[src/design/rcic_pkg.sv]
// Purpose: shared constants for the resampling integrator-comb stage
// Assumes: 50 MHz master clock, byte-wide register addresses
// Notes: offsets are the register indices as printed, used as-is on the port
package rcic_pkg;
    // register map
    localparam int unsigned ADDR_W = 8;
    localparam int unsigned RDATA_W = 16;
    localparam logic [7:0] ADDR_DEC = 8'h90;
    localparam logic [7:0] ADDR_INT = 8'h91;
    localparam logic [7:0] ADDR_SCALE = 8'h92;
    localparam logic [7:0] ADDR_STAT = 8'h93;
    localparam logic [7:0] ADDR_CTRL = 8'h94;
    // field widths and positions
    localparam int unsigned M_W = 12;
    localparam int unsigned L_W = 9;
    localparam int unsigned SCALE_W = 12;
    localparam int unsigned S_W = 5;
    localparam int unsigned EXP_W = 3;
    localparam int unsigned IN_W = 16;
    localparam int unsigned FINE_W = 3;
    localparam int unsigned LOUD_LSB = 0;
    localparam int unsigned QUIET_LSB = 5;
    localparam int unsigned STEP_BIT = 10;
    localparam int unsigned INV_BIT = 11;
    localparam int unsigned COARSE_LSB = 3;
    localparam int unsigned STAT_OVF_BIT = 0;
    localparam int unsigned STAT_LVL_LSB = 4;
    localparam int unsigned CTRL_DIV_BIT = 0;
    localparam logic [EXP_W-1:0] EXP_MAX = 3'h7;
    // reset values
    localparam logic [M_W-1:0] DEC_RST = 12'h000;
    localparam logic [L_W-1:0] INT_RST = 9'h000;
    localparam logic [SCALE_W-1:0] SCALE_RST = 12'h000;
    localparam logic [0:0] CTRL_RST = 1'h0;
    // datapath sizing: gain M*M/L is at most 2^24
    localparam int unsigned ACC_W = 40;
    localparam int unsigned OUT_W_DEF = 20;
    localparam int unsigned FIFO_DEPTH_DEF = 8;
    localparam int unsigned IN_SLACK = 6;
    // input rate limits
    localparam int unsigned CLK_KHZ = 50000;
    localparam int unsigned SINGLE_KHZ = 80000;
    localparam int unsigned DIVERS_KHZ = 40000;
    localparam int unsigned SINGLE_GAP_RAW = (CLK_KHZ + SINGLE_KHZ - 1) / SINGLE_KHZ;
    localparam int unsigned DIVERS_GAP_RAW = (CLK_KHZ + DIVERS_KHZ - 1) / DIVERS_KHZ;
    localparam int unsigned SINGLE_GAP = (SINGLE_GAP_RAW < 1) ? 1 : SINGLE_GAP_RAW;
    localparam int unsigned DIVERS_GAP = (DIVERS_GAP_RAW < 1) ? 1 : DIVERS_GAP_RAW;
    localparam logic [1:0] SINGLE_HOLD = 2'(SINGLE_GAP - 1);
    localparam logic [1:0] DIVERS_HOLD = 2'(DIVERS_GAP - 1);
endpackage

[src/design/rcic_acc.sv]
// Purpose: wrapping accumulator used for both integrators
// Assumes: two's complement wrap is harmless since the comb undoes it
// Notes: sum_d shows the sum including the current addend
`timescale 1ns/1ps
module rcic_acc
    import rcic_pkg::*;
#(
    parameter int unsigned W = ACC_W
)
(
    input wire logic clk,
    input wire logic rst_n,
    input wire logic clr,
    input wire logic en,
    input wire logic signed [W-1:0] add,
    output logic signed [W-1:0] sum_q,
    output logic signed [W-1:0] sum_d
);
    logic signed [W-1:0] acc_q;
    logic signed [W-1:0] acc_d;

    // clear wins so a rate change starts from a clean state
    always_comb
    begin
        sum_d = acc_q + add;
        acc_d = acc_q;
        if (clr)
            acc_d = '0;
        else if (en)
            acc_d = sum_d;
    end

    always_ff @(posedge clk)
    begin
        if (!rst_n)
            acc_q <= '0;
        else
            acc_q <= acc_d;
    end

    assign sum_q = acc_q;
endmodule // rcic_acc

[src/design/rcic_fifo.sv]
// Purpose: output FIFO between the resampler and the next decimator
// Assumes: DEPTH is a power of two
// Notes: show-ahead; head word comes straight from the storage flops
`timescale 1ns/1ps
module rcic_fifo
    import rcic_pkg::*;
#(
    parameter int unsigned W = OUT_W_DEF,
    parameter int unsigned DEPTH = FIFO_DEPTH_DEF,
    localparam int unsigned AW = $clog2(DEPTH)
)
(
    input wire logic clk,
    input wire logic rst_n,
    input wire logic in_valid,
    output logic in_ready,
    input wire logic [W-1:0] in_data,
    output logic out_valid,
    input wire logic out_ready,
    output logic [W-1:0] out_data,
    output logic [AW:0] level
);
    logic [W-1:0] mem_q [DEPTH];
    logic [W-1:0] mem_d [DEPTH];
    logic [AW-1:0] wr_q;
    logic [AW-1:0] wr_d;
    logic [AW-1:0] rd_q;
    logic [AW-1:0] rd_d;
    logic [AW:0] cnt_q;
    logic [AW:0] cnt_d;
    logic push;
    logic pop;

    // handshakes straight from the count
    assign in_ready = (cnt_q != (AW+1)'(DEPTH));
    assign out_valid = (cnt_q != '0);
    assign out_data = mem_q[rd_q];
    assign level = cnt_q;
    assign push = in_valid && in_ready;
    assign pop = out_valid && out_ready;

    // pointer and storage next state
    always_comb
    begin
        mem_d = mem_q;
        wr_d = wr_q;
        rd_d = rd_q;
        cnt_d = cnt_q;
        if (push)
        begin
            mem_d[wr_q] = in_data;
            wr_d = wr_q + 1'b1;
        end
        if (pop)
            rd_d = rd_q + 1'b1;
        if (push && !pop)
            cnt_d = cnt_q + 1'b1;
        else if (pop && !push)
            cnt_d = cnt_q - 1'b1;
    end

    always_ff @(posedge clk)
    begin
        if (!rst_n)
        begin
            wr_q <= '0;
            rd_q <= '0;
            cnt_q <= '0;
        end
        else
        begin
            wr_q <= wr_d;
            rd_q <= rd_d;
            cnt_q <= cnt_d;
        end
        mem_q <= mem_d;
    end
endmodule // rcic_fifo

[src/design/rcic_top.sv]
// Purpose: resampling second-order integrator-comb stage with input scaling
// Assumes: wideband samples come from pins and are synchronised here
// Notes: registers on a plain strobe port; results leave through a FIFO
// Function
// - interpolation L from 1 to 512, decimation M from 1 to 4096
// - zero-stuff by L, then second-order integrator-comb filtering
// - input samples accepted at up to one per 50 MHz clock in single-channel mode
// - output rate equals input rate times L divided by M for L up to M; never more than one output per input
// - L and M both one bypasses filtering, rate unchanged
// - 5-bit attenuation 0 to 31, one power of two per step
// - attenuation applied also while filtering is bypassed
// - scale register holds strong scale bits 4-0, weak scale bits 9-5
// - input shifted right by (exponent+scale) mod 8, inverted form 7-exponent
// - decimation held as 12-bit M minus one
// - interpolation held as 9-bit L minus one
// - 80 MHz single-channel input, 40 MHz in diversity mode; taken at one per 50 MHz clock, one per two clocks in diversity
// - scale bit 10 selects 6 dB or 12 dB exponent steps
// - scale bit 11 inverts the external exponent
//
// The implementer's own choice: the plain strobed port.
`timescale 1ns/1ps
module rcic_top
    import rcic_pkg::*;
#(
    parameter int unsigned OUT_W = OUT_W_DEF,
    parameter int unsigned FIFO_DEPTH = FIFO_DEPTH_DEF,
    localparam int unsigned LVL_W = $clog2(FIFO_DEPTH) + 1
)
(
    input wire logic clk,
    input wire logic rst_n,
    input wire logic [ADDR_W-1:0] reg_addr,
    input wire logic [RDATA_W-1:0] reg_wdata,
    input wire logic reg_wr,
    input wire logic reg_rd,
    output logic [RDATA_W-1:0] reg_rdata,
    input wire logic [IN_W-1:0] wb_data,
    input wire logic [EXP_W-1:0] wb_exp,
    input wire logic wb_valid,
    output logic wb_ready,
    output logic [OUT_W-1:0] dec_data,
    output logic dec_valid,
    input wire logic dec_ready
);
    localparam logic [LVL_W-1:0] RDY_LVL = LVL_W'(FIFO_DEPTH - IN_SLACK);

    // configuration and status
    logic [M_W-1:0] dec_q, dec_d;
    logic [L_W-1:0] int_q, int_d;
    logic [SCALE_W-1:0] scale_q, scale_d;
    logic div_q, div_d;
    logic ovf_q, ovf_d;
    logic ovf_set;
    logic [RDATA_W-1:0] rdata_q, rdata_d;
    logic cfg_clr;
    // input synchroniser
    logic [IN_W-1:0] s1_data_q, s2_data_q;
    logic [EXP_W-1:0] s1_exp_q, s2_exp_q;
    logic s1_valid_q, s2_valid_q;
    // scaling stage
    logic [S_W-1:0] loud, quiet, s_sel;
    logic [EXP_W-1:0] e_inv;
    logic [EXP_W:0] e_eff;
    logic [S_W:0] t_sum;
    logic [FINE_W-1:0] fine;
    logic signed [IN_W-1:0] sh_in;
    logic [1:0] hold;
    logic [1:0] since_q, since_d;
    logic take;
    logic signed [ACC_W-1:0] x_q, x_d;
    logic xv_q, xv_d;
    // resampler stage
    logic bypass;
    logic [M_W:0] m_full;
    logic [L_W:0] l_full;
    logic [M_W:0] p_q, p_d;
    logic [M_W:0] p_sum;
    logic [M_W:0] rem;
    logic signed [ACC_W-1:0] i1_q;
    logic signed [ACC_W-1:0] i1_sum;
    logic signed [ACC_W-1:0] i2_q;
    logic signed [ACC_W-1:0] i2_sum;
    logic signed [ACC_W-1:0] i2_add;
    logic signed [ACC_W-1:0] tap;
    logic integ_en;
    logic fire_q, fire_d;
    logic byp_q, byp_d;
    logic signed [ACC_W-1:0] cand_q, cand_d;
    // comb and output stage
    logic signed [ACC_W-1:0] c1_q, c1_d;
    logic signed [ACC_W-1:0] c2_q, c2_d;
    logic signed [ACC_W-1:0] y_q, y_d;
    logic yv_q, yv_d;
    logic [S_W-1:0] coarse;
    logic signed [ACC_W-1:0] y_sh;
    logic fifo_in_ready;
    logic [LVL_W-1:0] fifo_level;

    // register writes; a rate change flushes the filter state
    always_comb
    begin
        dec_d = dec_q;
        int_d = int_q;
        scale_d = scale_q;
        div_d = div_q;
        ovf_d = ovf_q;
        if (reg_wr)
        begin
            case (reg_addr)
                ADDR_DEC: dec_d = reg_wdata[M_W-1:0];
                ADDR_INT: int_d = reg_wdata[L_W-1:0];
                ADDR_SCALE: scale_d = reg_wdata[SCALE_W-1:0];
                ADDR_CTRL: div_d = reg_wdata[CTRL_DIV_BIT];
                ADDR_STAT: ovf_d = ovf_q && !reg_wdata[STAT_OVF_BIT];
                default: ovf_d = ovf_q;
            endcase
        end
        if (ovf_set)
            ovf_d = 1'b1; // a new overrun beats the clear
        rdata_d = '0;
        if (reg_rd)
        begin
            case (reg_addr)
                ADDR_DEC: rdata_d = RDATA_W'(dec_q);
                ADDR_INT: rdata_d = RDATA_W'(int_q);
                ADDR_SCALE: rdata_d = RDATA_W'(scale_q);
                ADDR_CTRL: rdata_d = RDATA_W'(div_q);
                ADDR_STAT: rdata_d = RDATA_W'({fifo_level, 3'h0, ovf_q});
                default: rdata_d = '0;
            endcase
        end
    end

    assign cfg_clr = reg_wr && (reg_addr == ADDR_DEC || reg_addr == ADDR_INT);
    assign reg_rdata = rdata_q;

    // exponent handling and fine shift ahead of the integrators
    always_comb
    begin
        loud = scale_q[LOUD_LSB +: S_W];
        quiet = scale_q[QUIET_LSB +: S_W];
        e_inv = scale_q[INV_BIT] ? (EXP_MAX - s2_exp_q) : s2_exp_q;
        e_eff = scale_q[STEP_BIT] ? {e_inv, 1'b0} : {1'b0, e_inv};
        s_sel = (e_eff == '0) ? quiet : loud;
        t_sum = {2'b00, e_eff} + {1'b0, s_sel};
        fine = t_sum[FINE_W-1:0];
        sh_in = $signed(s2_data_q) >>> fine;
        hold = div_q ? DIVERS_HOLD : SINGLE_HOLD;
        take = s2_valid_q && (since_q >= hold);
        since_d = since_q;
        if (take)
            since_d = '0;
        else if (since_q != 2'h3)
            since_d = since_q + 2'h1;
        x_d = {{(ACC_W-IN_W){sh_in[IN_W-1]}}, sh_in};
        xv_d = take;
    end

    // zero-stuffed integrators: the first integrator sees the sample once,
    // the second adds it on each of the L stuffed ticks
    assign bypass = (dec_q == '0) && (int_q == '0);
    assign m_full = {1'b0, dec_q} + 13'h0001;
    assign l_full = {1'b0, int_q} + 10'h001;
    assign integ_en = xv_q && !bypass;
    assign i2_add = $signed({1'b0, l_full}) * i1_sum;

    rcic_acc #(
        .W(ACC_W)
    ) u_integ1 (
        .clk(clk),
        .rst_n(rst_n),
        .clr(cfg_clr),
        .en(integ_en),
        .add(x_q),
        .sum_q(i1_q),
        .sum_d(i1_sum)
    );

    rcic_acc #(
        .W(ACC_W)
    ) u_integ2 (
        .clk(clk),
        .rst_n(rst_n),
        .clr(cfg_clr),
        .en(integ_en),
        .add(i2_add),
        .sum_q(i2_q),
        .sum_d()
    );

    // output phase: an output lands on stuffed tick rem when rem <= L
    always_comb
    begin
        rem = m_full - p_q;
        tap = $signed({1'b0, rem}) * i1_sum;
        i2_sum = i2_q + tap;
        p_sum = p_q + {3'b000, l_full};
        p_d = p_q;
        if (cfg_clr)
            p_d = '0;
        else if (integ_en)
            p_d = (p_sum >= m_full) ? (p_sum - m_full) : p_sum;
        fire_d = xv_q && (bypass || rem <= {3'b000, l_full});
        byp_d = bypass;
        cand_d = bypass ? x_q : i2_sum;
    end

    // second-order comb at the output rate
    always_comb
    begin
        c1_d = c1_q;
        c2_d = c2_q;
        y_d = y_q;
        yv_d = fire_q && !cfg_clr;
        if (cfg_clr)
        begin
            c1_d = '0;
            c2_d = '0;
        end
        else if (fire_q && byp_q)
            y_d = cand_q;
        else if (fire_q)
        begin
            y_d = cand_q - (c1_q <<< 1) + c2_q;
            c1_d = cand_q;
            c2_d = c1_q;
        end
    end

    // coarse attenuation in whole bytes, applied even in bypass
    assign coarse = {loud[S_W-1:COARSE_LSB], 3'b000};
    assign y_sh = y_q >>> coarse;
    assign ovf_set = (s2_valid_q && !take) || (yv_q && !fifo_in_ready);
    // ready leaves room for samples already inside the pipeline
    assign wb_ready = (fifo_level <= RDY_LVL);

    always_ff @(posedge clk)
    begin
        if (!rst_n)
        begin
            dec_q <= DEC_RST;
            int_q <= INT_RST;
            scale_q <= SCALE_RST;
            div_q <= CTRL_RST;
            ovf_q <= 1'b0;
            rdata_q <= '0;
            s1_valid_q <= 1'b0;
            s2_valid_q <= 1'b0;
            since_q <= 2'h3;
            xv_q <= 1'b0;
            p_q <= '0;
            fire_q <= 1'b0;
            byp_q <= 1'b0;
            c1_q <= '0;
            c2_q <= '0;
            yv_q <= 1'b0;
        end
        else
        begin
            dec_q <= dec_d;
            int_q <= int_d;
            scale_q <= scale_d;
            div_q <= div_d;
            ovf_q <= ovf_d;
            rdata_q <= rdata_d;
            s1_valid_q <= wb_valid;
            s2_valid_q <= s1_valid_q;
            since_q <= since_d;
            xv_q <= xv_d;
            p_q <= p_d;
            fire_q <= fire_d;
            byp_q <= byp_d;
            c1_q <= c1_d;
            c2_q <= c2_d;
            yv_q <= yv_d;
        end
        s1_data_q <= wb_data;
        s2_data_q <= s1_data_q;
        s1_exp_q <= wb_exp;
        s2_exp_q <= s1_exp_q;
        x_q <= x_d;
        cand_q <= cand_d;
        y_q <= y_d;
    end

    rcic_fifo #(
        .W(OUT_W),
        .DEPTH(FIFO_DEPTH)
    ) u_fifo (
        .clk(clk),
        .rst_n(rst_n),
        .in_valid(yv_q),
        .in_ready(fifo_in_ready),
        .in_data(y_sh[OUT_W-1:0]),
        .out_valid(dec_valid),
        .out_ready(dec_ready),
        .out_data(dec_data),
        .level(fifo_level)
    );
endmodule // rcic_top

[config.mk]
export PLATFORM = sky130hd
export DESIGN_NAME = rcic_top
export DESIGN_NICKNAME = d
export VERILOG_FILES = /design/src/design/rcic_pkg.sv /design/src/design/rcic_acc.sv /design/src/design/rcic_fifo.sv /design/src/design/rcic_top.sv
export SDC_FILE = /design/constraint.sdc
export NUM_CORES = 2
export LEC_CHECK = 0
export BUFFER_PORTS_ARGS = -buffer_cell sky130_fd_sc_hd__buf_2
export CAP_MARGIN = 20
export CORE_MARGIN = 2
export CORE_UTILIZATION = 35
export CTS_BUF_LIST = sky130_fd_sc_hd__clkbuf_16
export DETAILED_ROUTE_END_ITERATION = 6
export PLACE_DENSITY_LB_ADDON = 0.12
export RECOVER_POWER = 100
export SYNTH_ARGS = -nofsm -noshare
export SYNTH_HDL_FRONTEND = slang
export SYNTH_SLANG_ARGS = --single-unit
[constraint.sdc]
create_clock -name clk -period 10 [get_ports clk]
set_clock_uncertainty 0.1 [all_clocks]
set_input_delay 2 -clock clk [delete_from_list [all_inputs] [get_ports clk]]
set_output_delay 2 -clock clk [all_outputs]
set_load 0.01 [all_outputs]
; ---- Word-level counts from Yosys, hierarchy flattened
; Index checks and enable logic that the tools add are counted.
[classes]
addsub = 17
multipliers = 2
n_lt_le_gt_ge = 7
eq_ne = 7
shift = 2
n_mux = 22
bitwise = 5
reduce_logical = 43
[op_table]
columns = cell, count
row1 = $bwmux 160, 1
row2 = $add 40x40->40, 3
row3 = $mux 40, 3
row4 = $bmux 20 s3, 1
row5 = $demux 20 s3, 1
row6 = $mux 20, 3
row7 = $pmux 12 s5, 1
row8 = $add 40x16->40, 1
row9 = $eq 8x8->1 const B, 5
row10 = $mul 11x40->40, 1
row11 = $mul 14x40->40, 1
row12 = $sshr 40x5->20, 1
row13 = $sub 40x40->40, 1
row14 = $sub 13x13->13, 2
row15 = $reduce_and 2->1, 8
row16 = $sshr 16x3->16, 1
row17 = $logic_and 1x1->1, 15
row18 = $add 12x1->13 const B, 1
row19 = $add 13x10->13, 1
row20 = $ge 13x13->1, 1
row21 = $le 13x10->1, 1
row22 = $mux 13, 1
row23 = $logic_not 12->1, 1
row24 = $mux 4, 3
row25 = 25 further kinds, 47
[totals]
reg_bits = 536
in_bits = 49
output_inout_bits = 38
wordCells = 141

; ---- Depth between registers and ports, before layout
[depth]
depth_word = 8
mapped_depth = 38
depth_no_buf = 37

; ---- Hierarchy
; A second synthesis with hierarchy kept.
[hier_totals]
hier_cells = 5891
area_unflattened_um2 = 54748.8
[by_module_without_submodules]
columns = module, instances, cells_each, area_per_inst_um2, seq_area_each_um2
row1 = rcic_top, 1, 4532, 39950.8, 6045.8
row2 = rcic_acc, 2, 529, 4081.4, 800.8
row3 = rcic_fifo, 1, 301, 6635.1, 5004.8

; ---- Worst setup path after synthesis
; No wires, ideal clock.
[synth_timing]
path_type = register to register
from = reg x_q[15] (netlist name)
to = reg cand_q[39]
setup_ps = 126
arrival_ps = 8761
required_ps = 9774
setup_slack_ps = 1013
stages_incl_launch_ff = 32
period_less_slack_ps = 8987
cell_sequence = dfxtp_1 > ha_1 > a21o_1 > a221o_1 > o21bai_1 > a221oi_1 > o21ai_2 > a21o_1 > a2111oi_0 > a21oi_1 > xnor2_1 > clkbuf_1 > nand2b_1 > fa_1 > inv_1 > fa_1 > inv_1 > fa_1 > fa_1 > fa_1 > fa_1 > xor2_1 > xnor2_1 > xnor2_1 > xnor2_1 > xnor3_1 > xnor3_1 > xnor2_1 > xnor3_1 > xnor2_1 > xnor2_1 > o21ai_1
[synth_between]
elab_chain_len = 4
[synth_lines]
columns = element, line_no
row1 = $add 40x16->40, rcic_acc.sv:25  ; sum_d = acc_q + add;
row2 = $mul 14x40->40, rcic_top.sv:195  ; tap = $signed({1'b0, rem}) * i1_sum;
row3 = $add 40x40->40, rcic_top.sv:196  ; i2_sum = i2_q + tap;
row4 = $mux 40 *, rcic_top.sv:205  ; cand_d = bypass ? x_q : i2_sum;
row5 = net cand_d[39], rcic_top.sv:88  ; logic signed [ACC_W-1:0] cand_q, cand_d;
row6 = end signal: assignment, rcic_top.sv:282  ; cand_q <= cand_d;
row7 = end: declaration, rcic_top.sv:88
; The timed path passes the listed nets; every way through them passes the cells marked *.
; A chain may end at the register's enable or synchronous reset.

; ---- Worst setup path after layout
[layout_timing]
from = reg dec_q[1]
to = reg cand_q[32]
[layout_between]
elab_chain_len = 5
word_cells_on_any_way = 7
classes_between = add/sub: 3 / mul: 1 / mux: 1 / reduce/logical: 2
[layout_lines]
columns = element, line_no
row1 = start: declaration, rcic_top.sv:48  ; logic [M_W-1:0] dec_q, dec_d;
row2 = start signal: assignment, rcic_top.sv:241  ; dec_q <= DEC_RST;
row3 = start signal: assignment, rcic_top.sv:260  ; dec_q <= dec_d;
row4 = $add 12x1->13, rcic_top.sv:162  ; assign m_full = {1'b0, dec_q} + 13'h0001;
row5 = $sub 13x13->13, rcic_top.sv:194  ; rem = m_full - p_q;
row6 = $mul 14x40->40, rcic_top.sv:195
row7 = $add 40x40->40, rcic_top.sv:196
row8 = $mux 40 *, rcic_top.sv:205
row9 = net cand_d[32], rcic_top.sv:88
; Marked as above.

==> flow_metrics.py <==
metrics = {
    "synthesis": {
        "synthMuxAreaShare_pct": 4.58,
        "async_flop_share_pct": 0,
        "ys_seq_area_share_pct": 24.4,
        "synth_top_family_by_area": "adder cells",
        "synthCells": 5576,
        "synth_edf_count": 200,
        "yosys_warnings": 0,
        "syn-cell-area_mm2": 0.0519,
        "yosys.area_share.simple_pct": 13.8,
        "ys.flop_type": "dfxtp_1",
        "synthAdderAreaFrac_pct": 35.5,
        "avgSynthCellArea_um2": 9.31,
        "synth-compound-area-share_pct": 9.05,
        "synth_xor_area_share_pct": 4.52,
        "synth_seq_cells": 532,
        "synth_cell_types": 77,
    },
    "power": {
        "vdd_drop_max_mv": 0.101,
        "fin_total_pwr_mw": 6.42,
        "p_per_area_mw_per_mm2": 111,
        "p_leak_nw": 25.4,
    },
    "grt": {
        "grt_antenna_before_repair": 4,
        "grt_pass1_wl_um": 246000,
        "globalRouteOverflowTotal": 0,
        "grt-busiest-layer": "met2",
        "met3_usage_pct": 2.38,
        "grt.total_usage_pct": 21.3,
        "grt_max_degree": 81,
        "grtUsageMet1_pct": 28.5,
        "grt_pass1_vias": 40400,
        "grt_use_met2_pct": 36.6,
    },
    "cts": {
        "cts_hold_buf": 0,
        "clock-sinks": 532,
        "clockBufferDepth": 3,
        "clock_latency_ps": 700,
        "cts_htree_levels": 3,
        "cts_tree": "yes",
        "clk_pin_slew_ps": 60,
        "ctsRootBufferMaster": "clkbuf_16",
        "numCtsBuffers": 70,
    },
    "route": {
        "ant_nets": 0,
        "wl_um": 159000,
        "drc": 0,
        "num_vias": 38300,
        "wl_per_cell_um": 20.6,
        "routed_via_density": 4.98,
        "first_pass_iters": 7,
        "drt_iter0_drc": 2213,
    },
    "floorplan": {
        "die_w_um": 389,
        "pin_count": 87,
        "num_rows": 141,
        "core_area_mm2": 0.147,
        "die_h_um": 389,
        "start_util_pct": 35.2,
        "fp.dieArea_mm2": 0.151,
    },
    "timing": {
        "period_needed_ps": 9530,
        "slew_viol_final": 572,
        "setup_violations": 0,
        "setup_slack_ps": 471,
        "tightest_slew_ps": 3700,
        "period_share_pct": 95.3,
        "relSlewSlack_pct": -147,
        "timing.fmax_mhz": 105,
        "hold_viol": 0,
    },
    "place": {
        "dp_slack_ps": 250,
        "dp_hpwl_um": 123000,
        "port_buffers": 78,
        "placed_area_mm2": 0.0558,
        "gp_congestion": 0.872,
    },
    "setup_path": {
        "rrSetupSlack_ps": 470,
        "critPathMaxStageDelay_ps": 860,
        "critPathLaunchType": "flop",
        "timing.rr.start": "dec_q[1]",
        "cpMaxStageDelayCell": "xnor2_2",
        "required_ps": 10390,
        "critPathCapture": "cand_q[32]",
        "arrival_ps": 9920,
        "path_class": "reg -> reg",
        "r2r_end": "cand_q[32]",
        "rr_worst_depth": 35,
        "critPathLaunch": "dec_q[1]",
        "path_common_cell": "fa_1",
        "crit_path_max_fanout": 10,
        "end_kind": "flop",
    },
    "job": {
        "max-cap-violations": 18,
    },
    "final_layout": {
        "final_cell_mix": "nand2_1 (918), inv_1 (893), fa_1 (724)",
        "drive_gt1_share_pct": 8.68,
        "fin_nets": 6784,
        "layout_commonest_cell": "nand2_1",
        "stdcell_area_mm2": 0.0581,
        "area_delta_synth_final_pct": 11.9,
    },
    "hold_path": {
        "hold_path_class": "reg -> reg",
    },
    "outcome": {
        "violations": "max-capacitance violations, max-slew violations",
        "outcome": "finished with violations",
    },
}
==> synthesized netlist by cell type (5+ instances only) <==
master / instances / area (um2)
o21bai_1: 24 / 180
nor4_1: 6 / 37.5
xnor2_1: 163 / 1430
a31oi_1: 13 / 81.3
o211ai_1: 9 / 67.6
or3_1: 10 / 62.6
and3_1: 26 / 163
clkbuf_1: 216 / 811
a221oi_1: 5 / 43.8
o21a_1: 27 / 203
dfxtp_1: 332 / 6650
o31ai_1: 14 / 105
edfxtp_1: 200 / 6010
a211oi_1: 34 / 255
fa_1: 724 / 14500
nand4_1: 26 / 163
nor2b_1: 66 / 413
o21ai_0: 152 / 761
nand2_1: 919 / 3450
o22ai_1: 5 / 31.3
buf_1: 24 / 90.1
or2_2: 13 / 81.3
a21o_1: 86 / 646
nor3_1: 33 / 165
nand3_1: 42 / 210
buf_4: 5 / 37.5
mux4_2: 66 / 1490
mux2_2: 32 / 360
a21oi_1: 338 / 1690
inv_1: 880 / 3300
nor2_1: 404 / 1520
and2_1: 39 / 244
ha_1: 316 / 3950
nand2b_1: 81 / 507
mux2i_1: 53 / 531
a21boi_0: 19 / 143
a41oi_1: 5 / 43.8
xor2_1: 93 / 815
==> how the worst min path moves through the flow <==
stage,from,to,slack (ps),cells past startpoint
after detailed placement,s1_data_q[15],s2_data_q[15],210,0
final,s1_data_q[3],s2_data_q[3],230,0
after global placement,s1_exp_q[1],s2_exp_q[1],210,0
after CTS,s1_data_q[3],s2_data_q[3],230,0
after global routing,s1_data_q[1],s2_data_q[1],230,0
after floorplan,s1_data_q[0],s2_data_q[0],210,0
==> report_power, final <==
group,internal [mW],switching (mW)
Clock,1.40,1.05
Sequential,2.31,0.0681
Combinational,0.654,0.944
Total,4.36,2.06
==> critical path: cells and delay by family, from the launching register on <==
family	cells	cell delay [ps]
compound gates	12	2140
simple gates	5	690
buf+inv	7	950
xor+xnor	2	970
flops	1	420
fa+ha+maj	9	4070
==> sequential cells by signal, indices dropped and copies added (netlist names), 9 cells and up <==
name,flops
s2_data_q,16
int_q,9
u_integ2.sum_q,40
s1_data_q,16
c2_q,40
c1_q,40
y_q,40
u_integ1.sum_q,40
u_fifo.mem_q,160
p_q,13
scale_q,12
cand_q,40
dec_q,12
x_q,16
reg_rdata,12
==> cell type report <==
class / count / area (um2)
Clock inverter: 54 / 365
Timing Repair Buffer: 290 / 2030
Fill cell: 15000 / 89400
Multi-Input combinational cell: 3918 / 35500
Clock buffer: 74 / 1850
Inverter: 883 / 3310
Sequential cell: 532 / 12700
Tap cell: 1930 / 2410
Antenna cell: 1 / 2.50
==> metal layers <==
metal,part of all wire [%],up-vias
met5,0,-
met2,49,788
li1,-,17900
met4,2.5,0
met3,4.1,184
met1,45,19400
==> kinds of logic (layout without fill, tap and decap cells) <==
kind of cell | count (synthesis) | in the layout
DFF | 532 | 532
muxes | 151 | 151
buffers and inverters | 1130 | 1301
xor gates and xnor gates | 261 | 262
other | 1 | 5
AOI/OAI and AO/OA | 779 | 779
adders and majority gates | 1040 | 1040
and+or+nand+nor | 1682 | 1682
==> timing repair <==
action / 4_1_cts / 5_1_grt
endpoints found under the hold margin: 0 / 0
resized for setup: 0 / 23
setup buffers: 0 / 5
endpoints found under the setup margin: 0 / 6
==> metrics by stage <==
| stage | std cells | TNS, ps | hold slack [ps] | utilization, % |
|---|---|---|---|---|
| final | 7682 | 0 | 227 | 39.4 |
| after global routing | 7681 | -26.0 | 233 | 39.4 |
| after CTS | 7674 | 0 | 229 | 39.4 |
| after detailed placement | 7546 | 0 | 212 | 37.9 |
| after global placement | 7546 | 0 | 211 | 37.9 |
| after floorplan | 5579 | 0 | 210 | - |
Power figures use the tool's default switching activity.
